--- src/core/satt_map.svh ---
// constants of the step attenuator control port and its controller
`ifndef SATT_MAP_SVH
`define SATT_MAP_SVH

// code and word widths
`define SATT_CODE_W       6
`define SATT_WORD_W       8
`define SATT_DB10_W       9
`define SATT_CNT_W        4
`define SATT_RST_CODE     6'h3F
`define SATT_RST_DB10     9'h13B

// bit weights in tenths of a dB: 0.5, 1.0, 2.0, 4.0, 8.0, 16.0 dB
`define SATT_W_B0         9'h005
`define SATT_W_B1         9'h00A
`define SATT_W_B2         9'h014
`define SATT_W_B3         9'h028
`define SATT_W_B4         9'h050
`define SATT_W_B5         9'h0A0

// synchroniser lanes on the device side
`define SATT_SYNC_W       10
`define SATT_IX_PAR       0
`define SATT_IX_SIN       6
`define SATT_IX_SCLK      7
`define SATT_IX_LE        8
`define SATT_IX_PS        9

// serial clock made by the controller: half period rounded up to whole cycles
`define SATT_SYS_PERIOD_NS  40
`define SATT_SCLK_PERIOD_NS 320
`define SATT_HALF_CNT     ((`SATT_SCLK_PERIOD_NS / 2 + `SATT_SYS_PERIOD_NS - 1) / `SATT_SYS_PERIOD_NS)

// controller register map (byte addresses)
`define SATT_ADDR_W       12
`define SATT_OFS_CTRL     12'h000
`define SATT_OFS_DATA     12'h004
`define SATT_OFS_STATUS   12'h008
`define SATT_CTRL_SERIAL  0
`define SATT_CTRL_LATCH   1
`define SATT_CTRL_WORD8   2
`define SATT_STAT_BUSY    0
`define SATT_STAT_SERIAL_OUT  1

`endif

--- src/core/satt_pkg.sv ---
// types shared by both ends of the attenuator control link
`include "satt_map.svh"
package satt_pkg;

	// controller sequencer, one-hot
	typedef enum logic [3:0] {
		SATT_IDLE   = 4'h1,
		SATT_LOW    = 4'h2,
		SATT_HIGH   = 4'h4,
		SATT_STROBE = 4'h8
	} satt_seq_type;

	// device control mode, one-hot
	typedef enum logic [2:0] {
		SATT_MODE_SERIAL  = 3'h1,
		SATT_MODE_DIRECT  = 3'h2,
		SATT_MODE_LATCHED = 3'h4
	} satt_mode_type;

	typedef struct packed {
		logic [`SATT_SYNC_W-1:0] meta;
		logic [`SATT_SYNC_W-1:0] sync;
	} satt_sync_st_type;

	typedef struct packed {
		logic                    sclk_q;
		logic                    le_q;
		logic [`SATT_WORD_W-1:0] shreg;
		logic [`SATT_CNT_W-1:0]  shift_cnt;
		logic [`SATT_CODE_W-1:0] state;
		logic [`SATT_DB10_W-1:0] db10;
		satt_mode_type           mode;
	} satt_dev_st_type;

	typedef struct packed {
		satt_seq_type            seq;
		logic                    ctrl_serial;
		logic                    ctrl_latch;
		logic                    ctrl_word8;
		logic [`SATT_WORD_W-1:0] data;
		logic [`SATT_WORD_W-1:0] sh;
		logic [`SATT_CNT_W-1:0]  bits;
		logic [`SATT_CNT_W-1:0]  tmr;
		logic                    ps;
		logic                    le;
		logic                    sclk;
		logic                    sin;
		logic [`SATT_CODE_W-1:0] par;
		logic                    serial_out_m;
		logic                    serial_out_s;
		logic                    pready;
		logic                    pslverr;
		logic [31:0]             prdata;
	} satt_ctl_st_type;

endpackage

--- src/core/satt_link_if.sv ---
// control pins between the external controller and the attenuator
interface satt_link_if;
	logic interface_select;
	logic latch_strobe;
	logic serial_in;
	logic serial_clk;
	logic serial_out;
	logic atten_bit_half_db;
	logic atten_bit_1db;
	logic atten_bit_2db;
	logic atten_bit_4db;
	logic atten_bit_8db;
	logic atten_bit_16db;

	modport dev (
		input  interface_select, latch_strobe, serial_in, serial_clk,
		input  atten_bit_half_db, atten_bit_1db, atten_bit_2db,
		input  atten_bit_4db, atten_bit_8db, atten_bit_16db,
		output serial_out
	);

	modport ctl (
		output interface_select, latch_strobe, serial_in, serial_clk,
		output atten_bit_half_db, atten_bit_1db, atten_bit_2db,
		output atten_bit_4db, atten_bit_8db, atten_bit_16db,
		input  serial_out
	);
endinterface

--- src/core/satt_ctl.sv ---
// controller end: drives the attenuator pins on orders taken over APB
`include "satt_map.svh"
module satt_ctl (
	input  wire logic                    clk_sys,
	input  wire logic                    rst_b,
	input  wire logic                    psel,
	input  wire logic                    penable,
	input  wire logic                    pwrite,
	input  wire logic [`SATT_ADDR_W-1:0] paddr,
	input  wire logic [31:0]             pwdata,
	output      logic [31:0]             prdata,
	output      logic                    pready,
	output      logic                    pslverr,
	satt_link_if.ctl                     link
);
	satt_pkg::satt_ctl_st_type s_r;
	satt_pkg::satt_ctl_st_type s_nxt;

	logic                   busy;
	logic                   acc;
	logic [`SATT_CNT_W-1:0] half;

	// register index: 0 ctrl, 1 data, 2 status, 3 unmapped
	function automatic logic [1:0] satt_dec(input logic [`SATT_ADDR_W-1:0] a);
		logic [1:0] ix;
		if (a == `SATT_OFS_CTRL) begin
			ix = 2'h0;
		end else if (a == `SATT_OFS_DATA) begin
			ix = 2'h1;
		end else if (a == `SATT_OFS_STATUS) begin
			ix = 2'h2;
		end else begin
			ix = 2'h3;
		end
		return ix;
	endfunction

	assign busy = (s_r.seq != satt_pkg::SATT_IDLE);
	assign acc  = psel & penable;
	assign half = `SATT_CNT_W'(`SATT_HALF_CNT);

	always_comb begin
		s_nxt          = s_r;
		s_nxt.pready   = 1'b0;
		s_nxt.pslverr  = 1'b0;
		// cascade output passes two flops before status reads it
		s_nxt.serial_out_m = link.serial_out;
		s_nxt.serial_out_s = s_r.serial_out_m;
		// first access cycle: prepare the answer, raise ready a cycle later
		if (acc && !s_r.pready) begin
			s_nxt.pready = 1'b1;
			s_nxt.prdata = '0;
			case (satt_dec(paddr))
				2'h0: begin
					s_nxt.prdata[`SATT_CTRL_SERIAL] = s_r.ctrl_serial;
					s_nxt.prdata[`SATT_CTRL_LATCH]  = s_r.ctrl_latch;
					s_nxt.prdata[`SATT_CTRL_WORD8]  = s_r.ctrl_word8;
				end
				2'h1: s_nxt.prdata[`SATT_WORD_W-1:0] = s_r.data;
				2'h2: begin
					s_nxt.prdata[`SATT_STAT_BUSY]   = busy;
					s_nxt.prdata[`SATT_STAT_SERIAL_OUT] = s_r.serial_out_s;
				end
				default: s_nxt.pslverr = 1'b1;
			endcase
		end
		// writes land at the edge where ready is sampled; ignored while busy
		if (acc && s_r.pready && pwrite && !busy) begin
			if (satt_dec(paddr) == 2'h0) begin
				s_nxt.ctrl_serial = pwdata[`SATT_CTRL_SERIAL];
				s_nxt.ctrl_latch  = pwdata[`SATT_CTRL_LATCH];
				s_nxt.ctrl_word8  = pwdata[`SATT_CTRL_WORD8];
			end else if (satt_dec(paddr) == 2'h1) begin
				s_nxt.data = pwdata[`SATT_WORD_W-1:0];
				if (s_r.ctrl_serial) begin
					// six-bit words are left aligned so the code msb goes first
					s_nxt.sh   = s_r.ctrl_word8 ? pwdata[`SATT_WORD_W-1:0]
					                            : {pwdata[`SATT_CODE_W-1:0], 2'b00};
					s_nxt.bits = s_r.ctrl_word8 ? 4'h8 : 4'h6; // RULE3 RULE8
					s_nxt.seq  = satt_pkg::SATT_LOW;
				end else begin
					s_nxt.par  = pwdata[`SATT_CODE_W-1:0]; // RULE10
					s_nxt.bits = '0;
					s_nxt.seq  = s_r.ctrl_latch ? satt_pkg::SATT_LOW : satt_pkg::SATT_IDLE;
				end
				s_nxt.tmr = half;
			end
		end
		// pin sequencer: each phase lasts half a serial clock period
		case (s_r.seq)
			satt_pkg::SATT_IDLE: begin
				s_nxt.ps   = s_r.ctrl_serial; // RULE2
				// direct parallel keeps the strobe high, others keep it low
				s_nxt.le   = !s_r.ctrl_serial && !s_r.ctrl_latch; // RULE11
				s_nxt.sclk = 1'b0;
			end
			satt_pkg::SATT_LOW: begin
				s_nxt.le   = 1'b0; // RULE6 RULE12
				s_nxt.sclk = 1'b0;
				s_nxt.sin  = s_r.sh[`SATT_WORD_W-1]; // RULE4
				s_nxt.tmr  = s_r.tmr - 4'h1;
				if (s_r.tmr == 4'h1) begin
					s_nxt.tmr = half;
					s_nxt.seq = (s_r.bits == '0) ? satt_pkg::SATT_STROBE : satt_pkg::SATT_HIGH;
				end
			end
			satt_pkg::SATT_HIGH: begin
				s_nxt.sclk = 1'b1;
				s_nxt.tmr  = s_r.tmr - 4'h1;
				if (s_r.tmr == 4'h1) begin
					s_nxt.tmr  = half;
					s_nxt.sh   = {s_r.sh[`SATT_WORD_W-2:0], 1'b0};
					s_nxt.bits = s_r.bits - 4'h1;
					s_nxt.seq  = satt_pkg::SATT_LOW;
				end
			end
			satt_pkg::SATT_STROBE: begin
				s_nxt.le  = 1'b1; // RULE5 RULE12
				s_nxt.tmr = s_r.tmr - 4'h1;
				if (s_r.tmr == 4'h1) begin
					s_nxt.seq = satt_pkg::SATT_IDLE;
				end
			end
			default: s_nxt.seq = satt_pkg::SATT_IDLE;
		endcase
	end

	// parallel code starts at all ones so the attenuator powers up at full attenuation
	always_ff @(posedge clk_sys or negedge rst_b) begin
		if (!rst_b) begin
			s_r     <= '0;
			s_r.seq <= satt_pkg::SATT_IDLE;
			s_r.par <= `SATT_RST_CODE;
		end else begin
			s_r <= s_nxt;
		end
	end

	assign prdata                 = s_r.prdata;
	assign pready                 = s_r.pready;
	assign pslverr                = s_r.pslverr;
	assign link.interface_select  = s_r.ps;
	assign link.latch_strobe      = s_r.le;
	assign link.serial_clk        = s_r.sclk;
	assign link.serial_in         = s_r.sin;
	assign link.atten_bit_half_db = s_r.par[0];
	assign link.atten_bit_1db     = s_r.par[1];
	assign link.atten_bit_2db     = s_r.par[2];
	assign link.atten_bit_4db     = s_r.par[3];
	assign link.atten_bit_8db     = s_r.par[4];
	assign link.atten_bit_16db    = s_r.par[5];
endmodule

--- src/flat_wrapper.sv ---
// flat-port wrapper written by rule: the top's interface ports become plain ports
module satt_ctl_flat 
  (clk_sys, rst_b, psel, penable, pwrite, paddr, pwdata, prdata, pready, pslverr, link_interface_select, link_latch_strobe, link_serial_in, link_serial_clk, link_atten_bit_half_db, link_atten_bit_1db, link_atten_bit_2db, link_atten_bit_4db, link_atten_bit_8db, link_atten_bit_16db, link_serial_out);
  satt_link_if link_i ();
  input  wire logic clk_sys;
  input  wire logic rst_b;
  input  wire logic psel;
  input  wire logic penable;
  input  wire logic pwrite;
  input  wire logic [`SATT_ADDR_W-1:0] paddr;
  input  wire logic [31:0] pwdata;
  output      logic [31:0] prdata;
  output      logic pready;
  output      logic pslverr;
  output wire logic [$bits(link_i.interface_select)-1:0] link_interface_select;
  output wire logic [$bits(link_i.latch_strobe)-1:0] link_latch_strobe;
  output wire logic [$bits(link_i.serial_in)-1:0] link_serial_in;
  output wire logic [$bits(link_i.serial_clk)-1:0] link_serial_clk;
  output wire logic [$bits(link_i.atten_bit_half_db)-1:0] link_atten_bit_half_db;
  output wire logic [$bits(link_i.atten_bit_1db)-1:0] link_atten_bit_1db;
  output wire logic [$bits(link_i.atten_bit_2db)-1:0] link_atten_bit_2db;
  output wire logic [$bits(link_i.atten_bit_4db)-1:0] link_atten_bit_4db;
  output wire logic [$bits(link_i.atten_bit_8db)-1:0] link_atten_bit_8db;
  output wire logic [$bits(link_i.atten_bit_16db)-1:0] link_atten_bit_16db;
  input wire logic [$bits(link_i.serial_out)-1:0] link_serial_out;
  assign link_interface_select = link_i.interface_select;
  assign link_latch_strobe = link_i.latch_strobe;
  assign link_serial_in = link_i.serial_in;
  assign link_serial_clk = link_i.serial_clk;
  assign link_atten_bit_half_db = link_i.atten_bit_half_db;
  assign link_atten_bit_1db = link_i.atten_bit_1db;
  assign link_atten_bit_2db = link_i.atten_bit_2db;
  assign link_atten_bit_4db = link_i.atten_bit_4db;
  assign link_atten_bit_8db = link_i.atten_bit_8db;
  assign link_atten_bit_16db = link_i.atten_bit_16db;
  assign link_i.serial_out = link_serial_out;
  satt_ctl u_core (.clk_sys(clk_sys), .rst_b(rst_b), .psel(psel), .penable(penable), .pwrite(pwrite), .paddr(paddr), .pwdata(pwdata), .prdata(prdata), .pready(pready), .pslverr(pslverr), .link(link_i));
endmodule
--- config.mk ---
export PLATFORM = sky130hd
export DESIGN_NAME = satt_ctl_flat
export DESIGN_NICKNAME = d
export VERILOG_FILES = /design/src/core/satt_pkg.sv /design/src/core/satt_link_if.sv /design/src/core/satt_ctl.sv /design/src/flat_wrapper.sv
export VERILOG_INCLUDE_DIRS = /design/src /design/src/core
export SDC_FILE = /design/constraint.sdc
export NUM_CORES = 1
export LEC_CHECK = 0
export ABC_AREA = 0
export BUFFER_PORTS_ARGS = -buffer_cell sky130_fd_sc_hd__buf_2
export CORE_UTILIZATION = 29
export DETAILED_ROUTE_END_ITERATION = 10
export SYNTH_ARGS = -nofsm -noshare
export SYNTH_HDL_FRONTEND = slang
export SYNTH_SLANG_ARGS = --single-unit
--- constraint.sdc ---
create_clock -name clk_sys -period 5.25 [get_ports clk_sys]
set_clock_uncertainty 0.1 [all_clocks]
set_input_delay 0.525 -clock clk_sys [delete_from_list [all_inputs] [get_ports clk_sys]]
set_output_delay 0.525 -clock clk_sys [all_outputs]
set_load 0.02 [all_outputs]
==> results.yml, run 1 <==
status:
  status: "complete, no violations"
place:
  placed_cells: 442
  hpwl_um: 4300
  port-buffer-count: 45
  routabilityCongestion: 0.788
global_route:
  grt_pass1_vias: 2044
  grt_max_degree: 54
  antenna_found_initial: 0
  grt_usage_pct: 12.3
  overflow: 0
  grt_pass1_wl_um: 9920
die:
  num_rows: 36
  coreArea_um2: 9770
  die_h_um: 102
  dieArea_um2: 10400
  ios: 94
  start_util_pct: 29.8
  die_w_um: 102
sta:
  fin_crit_sh_pct: 53.2
  period_needed_ps: 2790
  grt_setup_unrepaired: "no"
  hold_viol: 0
  tightest_slew_ps: 791
  setup_violations: 0
  slew_headroom_pct: 47.2
  slew_violations: 0
  fmax_ghz: 0.358
  setup_tns_ps: 0
worst_setup_path:
  crit_arrival_ps: 2940
  r2r_cells: 4
  cp_max_fo: 16
  critPathKind: "in -> reg"
  critPathLaunchType: "input port"
  worstSetupEndpointType: "flip-flop"
  cp.required_ps: 5400
final_layout:
  drive_above_1_share_pct: 26.8
  layout-area-overhead-vs-synth_pct: 9.36
  final.fill_count: 1013
  nNetsFinal: 369
  multi_input_area_um2: 1330
  stdcell_count: 450
  ff_latch_area_um2: 1340
  n_antenna_cell: 0
detailed_routing:
  drt_wl_total_um: 5880
  drc: 0
  vias: 2116
  ant_nets: 0
  drt_iter0_drc: 106
  wire_per_inst_um: 13.1
  dr.pass1.iters: 5
  routed_via_density: 4.70
power_and_ir_drop:
  p_sw_share_pct: 25.6
  peakVddDrop_mv: 0.102
  power_frac_comb_pct: 6.9
  finalPower_mw: 0.693
  seqPwrFrac_pct: 59.2
  clkPwrFrac_pct: 33.9
  p_sw_mw: 0.177
  internal_power_mw: 0.516
  p_leak_nw: 1.48
  power_density_nw_per_um2: 217
synthesis:
  syn_area_per_cell_um2: 10.2
  yosys_warnings: 0
  synthArstFlopShare_pct: 100
  synthTopCellsByArea: "dfrtp_1, buf_4, dfstp_2"
  synth_top_cell_by_area: "dfrtp_1"
  synth-seq-cells: 53
  yosysSeqAreaShare_pct: 45.8
  post_synth_inst_count: 286
  synth_cell_types: 54
  netlist.area_leader.share_pct: 39.5
  syn_area_um2: 2910
  synth_edf_count: 0
  synth_ff_type: "dfrtp_1"
clock_network:
  clk_transition_reported_paths_ps: 100
  cts_made_buffers: 5
  cts_max_path_buffers: 2
  clock-sinks: 53
  hold_buffers: 0
  post_cts_buffers: 0
  cts_tree: "yes"
  cts-root-buf: "clkbuf_8"
  cts_resized: 0
  insertion_delay_ps: 310
  htree_num_levels: 2
job:
  cap_violations: 0
hold_path:
  hp-class: "in -> async"
[final timing paths]
check                            startpoint                endpoint  slack [ps]
setup reg to reg             u_core.s_r[74]          u_core.s_r[53]        2500
hold reg to reg            u_core.s_nxt[34]          u_core.s_r[34]         260
max in group asynchronous             rst_b          u_core.s_r[55]        4380
setup / recovery                   paddr[5]        u_core.prdata[6]        2460
hold / removal                        rst_b  u_core.link.serial_clk         210
min in group clk_sys        link_serial_out        u_core.s_nxt[34]         210
[state kept, by name, summed over array words and instances, names as in the netlist]
register                       cells
u_core.s_r                        32
u_core.prdata                      8
u_core.link.atten_bit_16db         1
u_core.link.atten_bit_1db          1
u_core.link.atten_bit_2db          1
u_core.link.atten_bit_4db          1
u_core.link.atten_bit_8db          1
u_core.link.atten_bit_half_db      1
u_core.link.interface_select       1
u_core.link.latch_strobe           1
u_core.link.serial_clk             1
u_core.link.serial_in              1
u_core.pready                      1
u_core.pslverr                     1
u_core.s_nxt                       1
[placed cells by master (no fill, tap or decap), types with 3 or more instances in the layout]
cell type / count
nand4_1: 4
mux2i_1: 8
a21oi_1: 5
o211ai_1: 8
or2_2: 3
dfstp_2: 7
dfrtp_1: 46
mux2_2: 12
nor3b_1: 5
conb_1: 24
ha_1: 3
inv_1: 9
nand3_1: 8
and2_1: 3
a31oi_1: 4
nand2_1: 28
o311ai_1: 4
mux2_1: 6
o21ai_0: 13
a22o_1: 5
nor4_1: 3
nor2_1: 10
o22ai_1: 3
and3_1: 3
buf_2: 45
nor2b_1: 5
clkbuf_8: 5
or4_1: 3
[logic make-up after synthesis]
group | count (synthesis) | synth area share, %
buf+inv | 55 | 11.6
compound gates | 54 | 13.0
simple gates | 91 | 17.6
fa+ha+maj | 3 | 1.29
mux | 26 | 9.71
xor+xnor | 3 | 0.902
flops | 53 | 45.8
other cells | 1 | 0.129
[power by group through the flow]
stage	Sequential, mW	Clock [mW]	Combinational, mW
2_1_floorplan	0.419	0	0.0366
6_report	0.410	0.235	0.0477
5_1_grt	0.411	0.262	0.0547
3_3_place_gp	0.418	0	0.0482
4_1_cts	0.411	0.250	0.0492
3_5_place_dp	0.418	0	0.0490
[through the flow]
stage	util [%]	hold WS [ps]	cell area, µm²	setup WS [ps]
4_1_cts	32.6	196	3190	2460
6_report	32.6	209	3190	2460
3_3_place_gp	31.7	233	3100	2200
2_1_floorplan	-	129	3000	2880
5_1_grt	32.6	196	3190	2280
3_5_place_dp	31.7	236	3100	2180
[per-layer routing]
metal	routed length, µm	up-vias	part of all wire [%]	global-route usage [%]
met4	60	0	1.0	5.05
met1	2630	1028	45	15.7
met3	243	6	4.1	2.19
met2	2940	48	50	20.6
li1	-	1034	-	-
met5	0	-	0	0
[cell type report]
type	instances	area share, %
Clock inverter	3	0.668
Multi-Input combinational cell	201	41.7
Clock buffer	5	2.16
Sequential cell	53	41.9
Tap cell	133	5.22
Inverter	9	1.06
Timing Repair Buffer	46	7.31
[critical path, cell delays in order]
cell,delay (ps)
buf_2,90
nor4_1,550
nand4_1,690
nor3_1,830
a22o_1,230
[Yosys cell counts (all sizes together) (3+ instances only)]
master   n
a21oi    5
a22o     5
a31oi    4
and2     4
and3     3
buf     35
clkbuf  11
dfrtp   46
dfstp    7
ha       3
inv      9
mux2    18
mux2i    8
nand2   28
nand3    8
nand4    4
nor2    10
nor2b    5
nor3     3
nor3b    5
nor4     3
o211ai   8
o21ai   13
o22ai    3
o311ai   4
or2      4
or3      3
or4      3
No activity file was read; power rests on OpenSTA's default activity.
==> run 2, diff against run 1 <==
==> constraint.sdc (replaced) <==
create_clock -name clk_sys -period 2.8 [get_ports clk_sys]
set_clock_uncertainty 0.1 [all_clocks]
set_input_delay 0.28 -clock clk_sys [delete_from_list [all_inputs] [get_ports clk_sys]]
set_output_delay 0.28 -clock clk_sys [all_outputs]
set_load 0.02 [all_outputs]
==> results.yml, run 2 (same netlist as run 1, synthesis figures left out) <==
status:
  status: "finished, violations left"
  violations: "hold timing"
hold_path:
  hp-class: "in -> async"
clock_network:
  cts_tree: "yes"
  insertion_delay_ps: 310
  clk_transition_reported_paths_ps: 90
  htree_num_levels: 2
  cts_made_buffers: 5
  clock-sinks: 53
  cts_max_path_buffers: 2
  post_cts_buffers: 0
  cts-root-buf: "clkbuf_8"
global_route:
  grt_pass1_wl_um: 10200
  grt_usage_pct: 12.6
  grt_max_degree: 38
  grt_pass1_vias: 2053
  antenna_found_initial: 0
  overflow: 0
sta:
  slew_violations: 0
  tightest_slew_ps: 862
  grt_setup_unrepaired: "no"
  fin_crit_sh_pct: 88.5
  whs_ps: -24.6
  fmax_ghz: 0.403
  slew_headroom_pct: 42.6
  setup_tns_ps: 0
  hold_viol: 32
  period_needed_ps: 2480
  setup_slack_ps: 321
  setup_violations: 0
detailed_routing:
  drt_iter0_drc: 130
  ant_nets: 0
  drc: 0
  wire_per_inst_um: 13.0
  vias: 2202
  routed_via_density: 4.76
  drt_wl_total_um: 6030
  dr.pass1.iters: 5
die:
  die_h_um: 102
  ios: 94
  coreArea_um2: 9770
  num_rows: 36
  dieArea_um2: 10400
  die_w_um: 102
  start_util_pct: 29.8
final_layout:
  drive_above_1_share_pct: 29.4
  largest_register_ffs: 32
  layout-area-overhead-vs-synth_pct: 13.8
  nNetsFinal: 382
  n_antenna_cell: 0
  final_common_cell: "dfrtp_1"
  mostFrequentLayoutCells: "dfrtp_1, buf_2, nand2_1"
  top_register: "u_core.s_r"
worst_setup_path:
  reg2reg_setup_slack_ps: 320
  crit_start: "u_core.s_r[73]"
  max_stage_delay_ps: 630
  worst-path-buf-inv: 0
  reg2reg_from: "u_core.s_r[73]"
  cp_max_fo: 10
  rr_endpoint: "u_core.s_r[58]"
  cpMaxStageDelayCell: "dfstp_2"
  cp_cell_sequence: "or4b_4, or3_1, or2_4, o311ai_1"
  path_delay_family: "simple AND/OR/NAND/NOR gates"
  crit_arrival_ps: 2590
  cp.required_ps: 2910
  critPathLaunchType: "flip-flop"
  critPathKind: "reg -> reg"
  r2r_cells: 4
  worstSetupEndpointType: "flip-flop"
power_and_ir_drop:
  p_leak_nw: 1.56
  internal_power_mw: 1.08
  peakVddDrop_mv: 0.200
  clkPwrFrac_pct: 38.6
  power_frac_comb_pct: 6.6
  p_sw_mw: 0.323
  p_sw_share_pct: 23.0
  power_density_nw_per_um2: 424
  finalPower_mw: 1.40
  seqPwrFrac_pct: 54.8
job:
  cap_violations: 0
place:
  hpwl_um: 4450
  routabilityCongestion: 0.809
  port-buffer-count: 45
  dp_worst_setup_slack_ps: 335
## run 2: repair_timing
item                                   CTS  global route
setup endpoints to repair                0             0
resized for setup                        0             0
hold buffers                             1             0
endpoints found under the hold margin    1             0
## run 2: power by group through the flow
stage	logic (mW)	registers, mW	clock network (mW)
floorplan	0.0686	0.786	0
global placement	0.0925	0.784	0
detailed placement	0.0936	0.784	0
CTS	0.0951	0.770	0.562
global route	0.106	0.770	0.593
finish	0.0928	0.770	0.542
## run 2: worst max-delay path by stage
stage / end / slack (ps) / cells after the start
6_report: u_core.s_r[58] / 320 / 4
5_1_grt: u_core.s_r[58] / 240 / 4
4_1_cts: u_core.s_r[57] / 330 / 4
3_5_place_dp: u_core.s_r[57] / 340 / 4
3_3_place_gp: u_core.s_r[57] / 350 / 4
2_1_floorplan: u_core.s_r[55] / 430 / 6
## run 2: stage by stage
| step | instance area, µm² | hold WS (ps) | cells | util, % |
|---|---|---|---|---|
| global placement | 3190 | 233 | 454 | 32.6 |
| CTS | 3320 | 9.99 | 463 | 33.9 |
| floorplan | 3000 | -116 | 309 | - |
| finish | 3320 | -24.6 | 463 | 33.9 |
| detailed placement | 3190 | 244 | 454 | 32.6 |
| global route | 3320 | 52.0 | 463 | 33.9 |
## run 2: worst reg2reg max path: cells and delay by family (launching register included)
| family | cells | cell delay [ps] |
|---|---|---|
| AND/OR/NAND/NOR | 3 | 1380 |
| AO/OA/AOI/OAI | 1 | 270 |
| flip-flops | 1 | 630 |
## run 2: cell type report
type                    instances  area [µm²]
well taps                     133         166
clock buffers                   6        82.6
multi-input cells             201        1330
repair buffers                 59         333
inverters                       9        33.8
flip-flops and latches         53        1340
fillers                      1032        6460
clock inverters                 2        37.5
## run 2: routing by layer
layer | global-route usage, % | up-vias | share of wire, %
met3 | 2.12 | 9 | 3.6
met1 | 16.3 | 1085 | 45
li1 | - | 1060 | -
met4 | 5.16 | 0 | 1.7
met5 | 0 | - | 0
met2 | 21.1 | 48 | 50
==> run 3, diff against run 2 <==
--- a/config.mk
+++ b/config.mk
@@ -9,7 +9,9 @@
 export ABC_AREA = 0
 export BUFFER_PORTS_ARGS = -buffer_cell sky130_fd_sc_hd__buf_2
 export CORE_UTILIZATION = 29
+export CTS_CLUSTER_DIAMETER = 40
 export DETAILED_ROUTE_END_ITERATION = 10
+export MAX_ROUTING_LAYER = met4
 export SYNTH_ARGS = -nofsm -noshare
 export SYNTH_HDL_FRONTEND = slang
 export SYNTH_SLANG_ARGS = --single-unit
==> results.yml, run 3 (same netlist as run 1, synthesis figures left out) <==
global_route:
  grt_usage_pct: 13.0
  grt_pass1_vias: 2054
  overflow: 0
  grt_pass1_wl_um: 10200
  antenna_found_initial: 0
  grt_max_degree: 38
clock_network:
  post_cts_buffers: 0
  cts_made_buffers: 5
  insertion_delay_ps: 310
  clk_transition_reported_paths_ps: 90
  clock-sinks: 53
  cts_max_path_buffers: 2
  htree_num_levels: 2
  cts_resized: 0
  cts_tree: "yes"
  cts-root-buf: "clkbuf_8"
  hold_buffers: 1
final_layout:
  drive_above_1_share_pct: 29.4
  layout-area-overhead-vs-synth_pct: 13.8
  final_common_cell: "dfrtp_1"
  nNetsFinal: 382
  largest_register_ffs: 32
  final_core_util_pct: 33.9
  n_antenna_cell: 0
  top_register: "u_core.s_r"
  mostFrequentLayoutCells: "dfrtp_1, buf_2, nand2_1"
  final.fill_count: 1032
die:
  die_h_um: 102
  start_util_pct: 29.8
  ios: 94
  num_rows: 36
  coreArea_um2: 9770
  die_w_um: 102
  dieArea_um2: 10400
power_and_ir_drop:
  seqPwrFrac_pct: 54.8
  power_density_nw_per_um2: 424
  p_sw_mw: 0.323
  internal_power_mw: 1.08
  p_leak_nw: 1.56
  peakVddDrop_mv: 0.200
  clkPwrFrac_pct: 38.6
  p_sw_share_pct: 23.0
  power_frac_comb_pct: 6.6
detailed_routing:
  ant_nets: 0
  dr.pass1.iters: 4
  drc: 0
  wire_per_inst_um: 13.0
  drt_wl_total_um: 6040
  routed_via_density: 4.78
  drt_iter0_drc: 125
  vias: 2212
hold_path:
  hp-class: "in -> async"
worst_setup_path:
  cp.required_ps: 2910
  critPathLaunchType: "flip-flop"
  crit_start: "u_core.s_r[73]"
  cp_cell_sequence: "or4b_4, or3_1, or2_4, o311ai_1"
  max_stage_delay_ps: 630
  reg2reg_from: "u_core.s_r[73]"
  cpMaxStageDelayCell: "dfstp_2"
  worstSetupEndpointType: "flip-flop"
  crit_arrival_ps: 2580
  critPathKind: "reg -> reg"
  cp_max_fo: 10
sta:
  whs_ps: -25.6
  tightest_slew_ps: 861
  setup_violations: 0
  setup_tns_ps: 0
  hold_viol: 32
  fmax_ghz: 0.404
  period_needed_ps: 2480
  slew_headroom_pct: 42.6
  grt_setup_unrepaired: "no"
  slew_violations: 0
  fin_crit_sh_pct: 88.4
place:
  hpwl_um: 4450
  routabilityCongestion: 0.821
  port-buffer-count: 45
status:
  violations: "hold timing"
  status: "finished, violations left"
job:
  cap_violations: 0
[run 3: cell counts in the layout (fill, tap and decap cells not counted)]
Identical to the previous run, type by type.
[run 3: power by group through the flow]
stage          combinational (mW)  sequential (mW)  clock [mW]
2_1_floorplan              0.0686            0.786           0
3_3_place_gp               0.0925            0.784           0
3_5_place_dp               0.0936            0.784           0
4_1_cts                    0.0951            0.770       0.562
5_1_grt                     0.106            0.770       0.593
6_report                   0.0928            0.770       0.543
[run 3: final cells by class]
type | count | area (µm²) | area share (%)
Sequential cell | 53 | 1340 | 40.3
Inverter | 9 | 33.8 | 1.02
Clock buffer | 6 | 82.6 | 2.49
Timing Repair Buffer | 59 | 333 | 10.0
Tap cell | 133 | 166 | 5.02
Clock inverter | 2 | 37.5 | 1.13
Multi-Input combinational cell | 201 | 1330 | 40.0
[run 3: through the flow]
step / instances / setup slack [ps] / power, mW / area, µm²
floorplan: 309 / 433 / 0.855 / 3000
detailed placement: 454 / 335 / 0.878 / 3190
finish: 463 / 324 / 1.40 / 3320
CTS: 463 / 325 / 1.43 / 3320
global placement: 454 / 354 / 0.877 / 3190
global route: 463 / 239 / 1.47 / 3320
[run 3: critical path: cells and delay by family (launching register included)]
family | cells | cell delay (ps)
and+or+nand+nor | 3 | 1380
DFF | 1 | 630
AOI/OAI and AO/OA | 1 | 270
[run 3: layer usage]
metal / track usage [%] / vias up / part of all wire, %
met5: - / - / 0
met2: 21.1 / 55 / 49
met3: 2.12 / 9 / 3.9
met1: 16.3 / 1089 / 45
li1: - / 1059 / -
met4: 5.16 / 0 / 1.7
[run 3: final timing paths]
path | to | slack (ps) | cells past startpoint
worst max register to register | u_core.s_r[58] | 320 | 4
worst max-delay path | u_core.s_r[58] | 320 | 4
min in group clk_sys | u_core.s_r[68] | 130 | 2
worst min register to register | u_core.s_r[34] | 270 | 0
max in group asynchronous | u_core.link.atten_bit_16db | 1880 | 2
worst min-delay path | u_core.link.serial_clk | -30 | 1
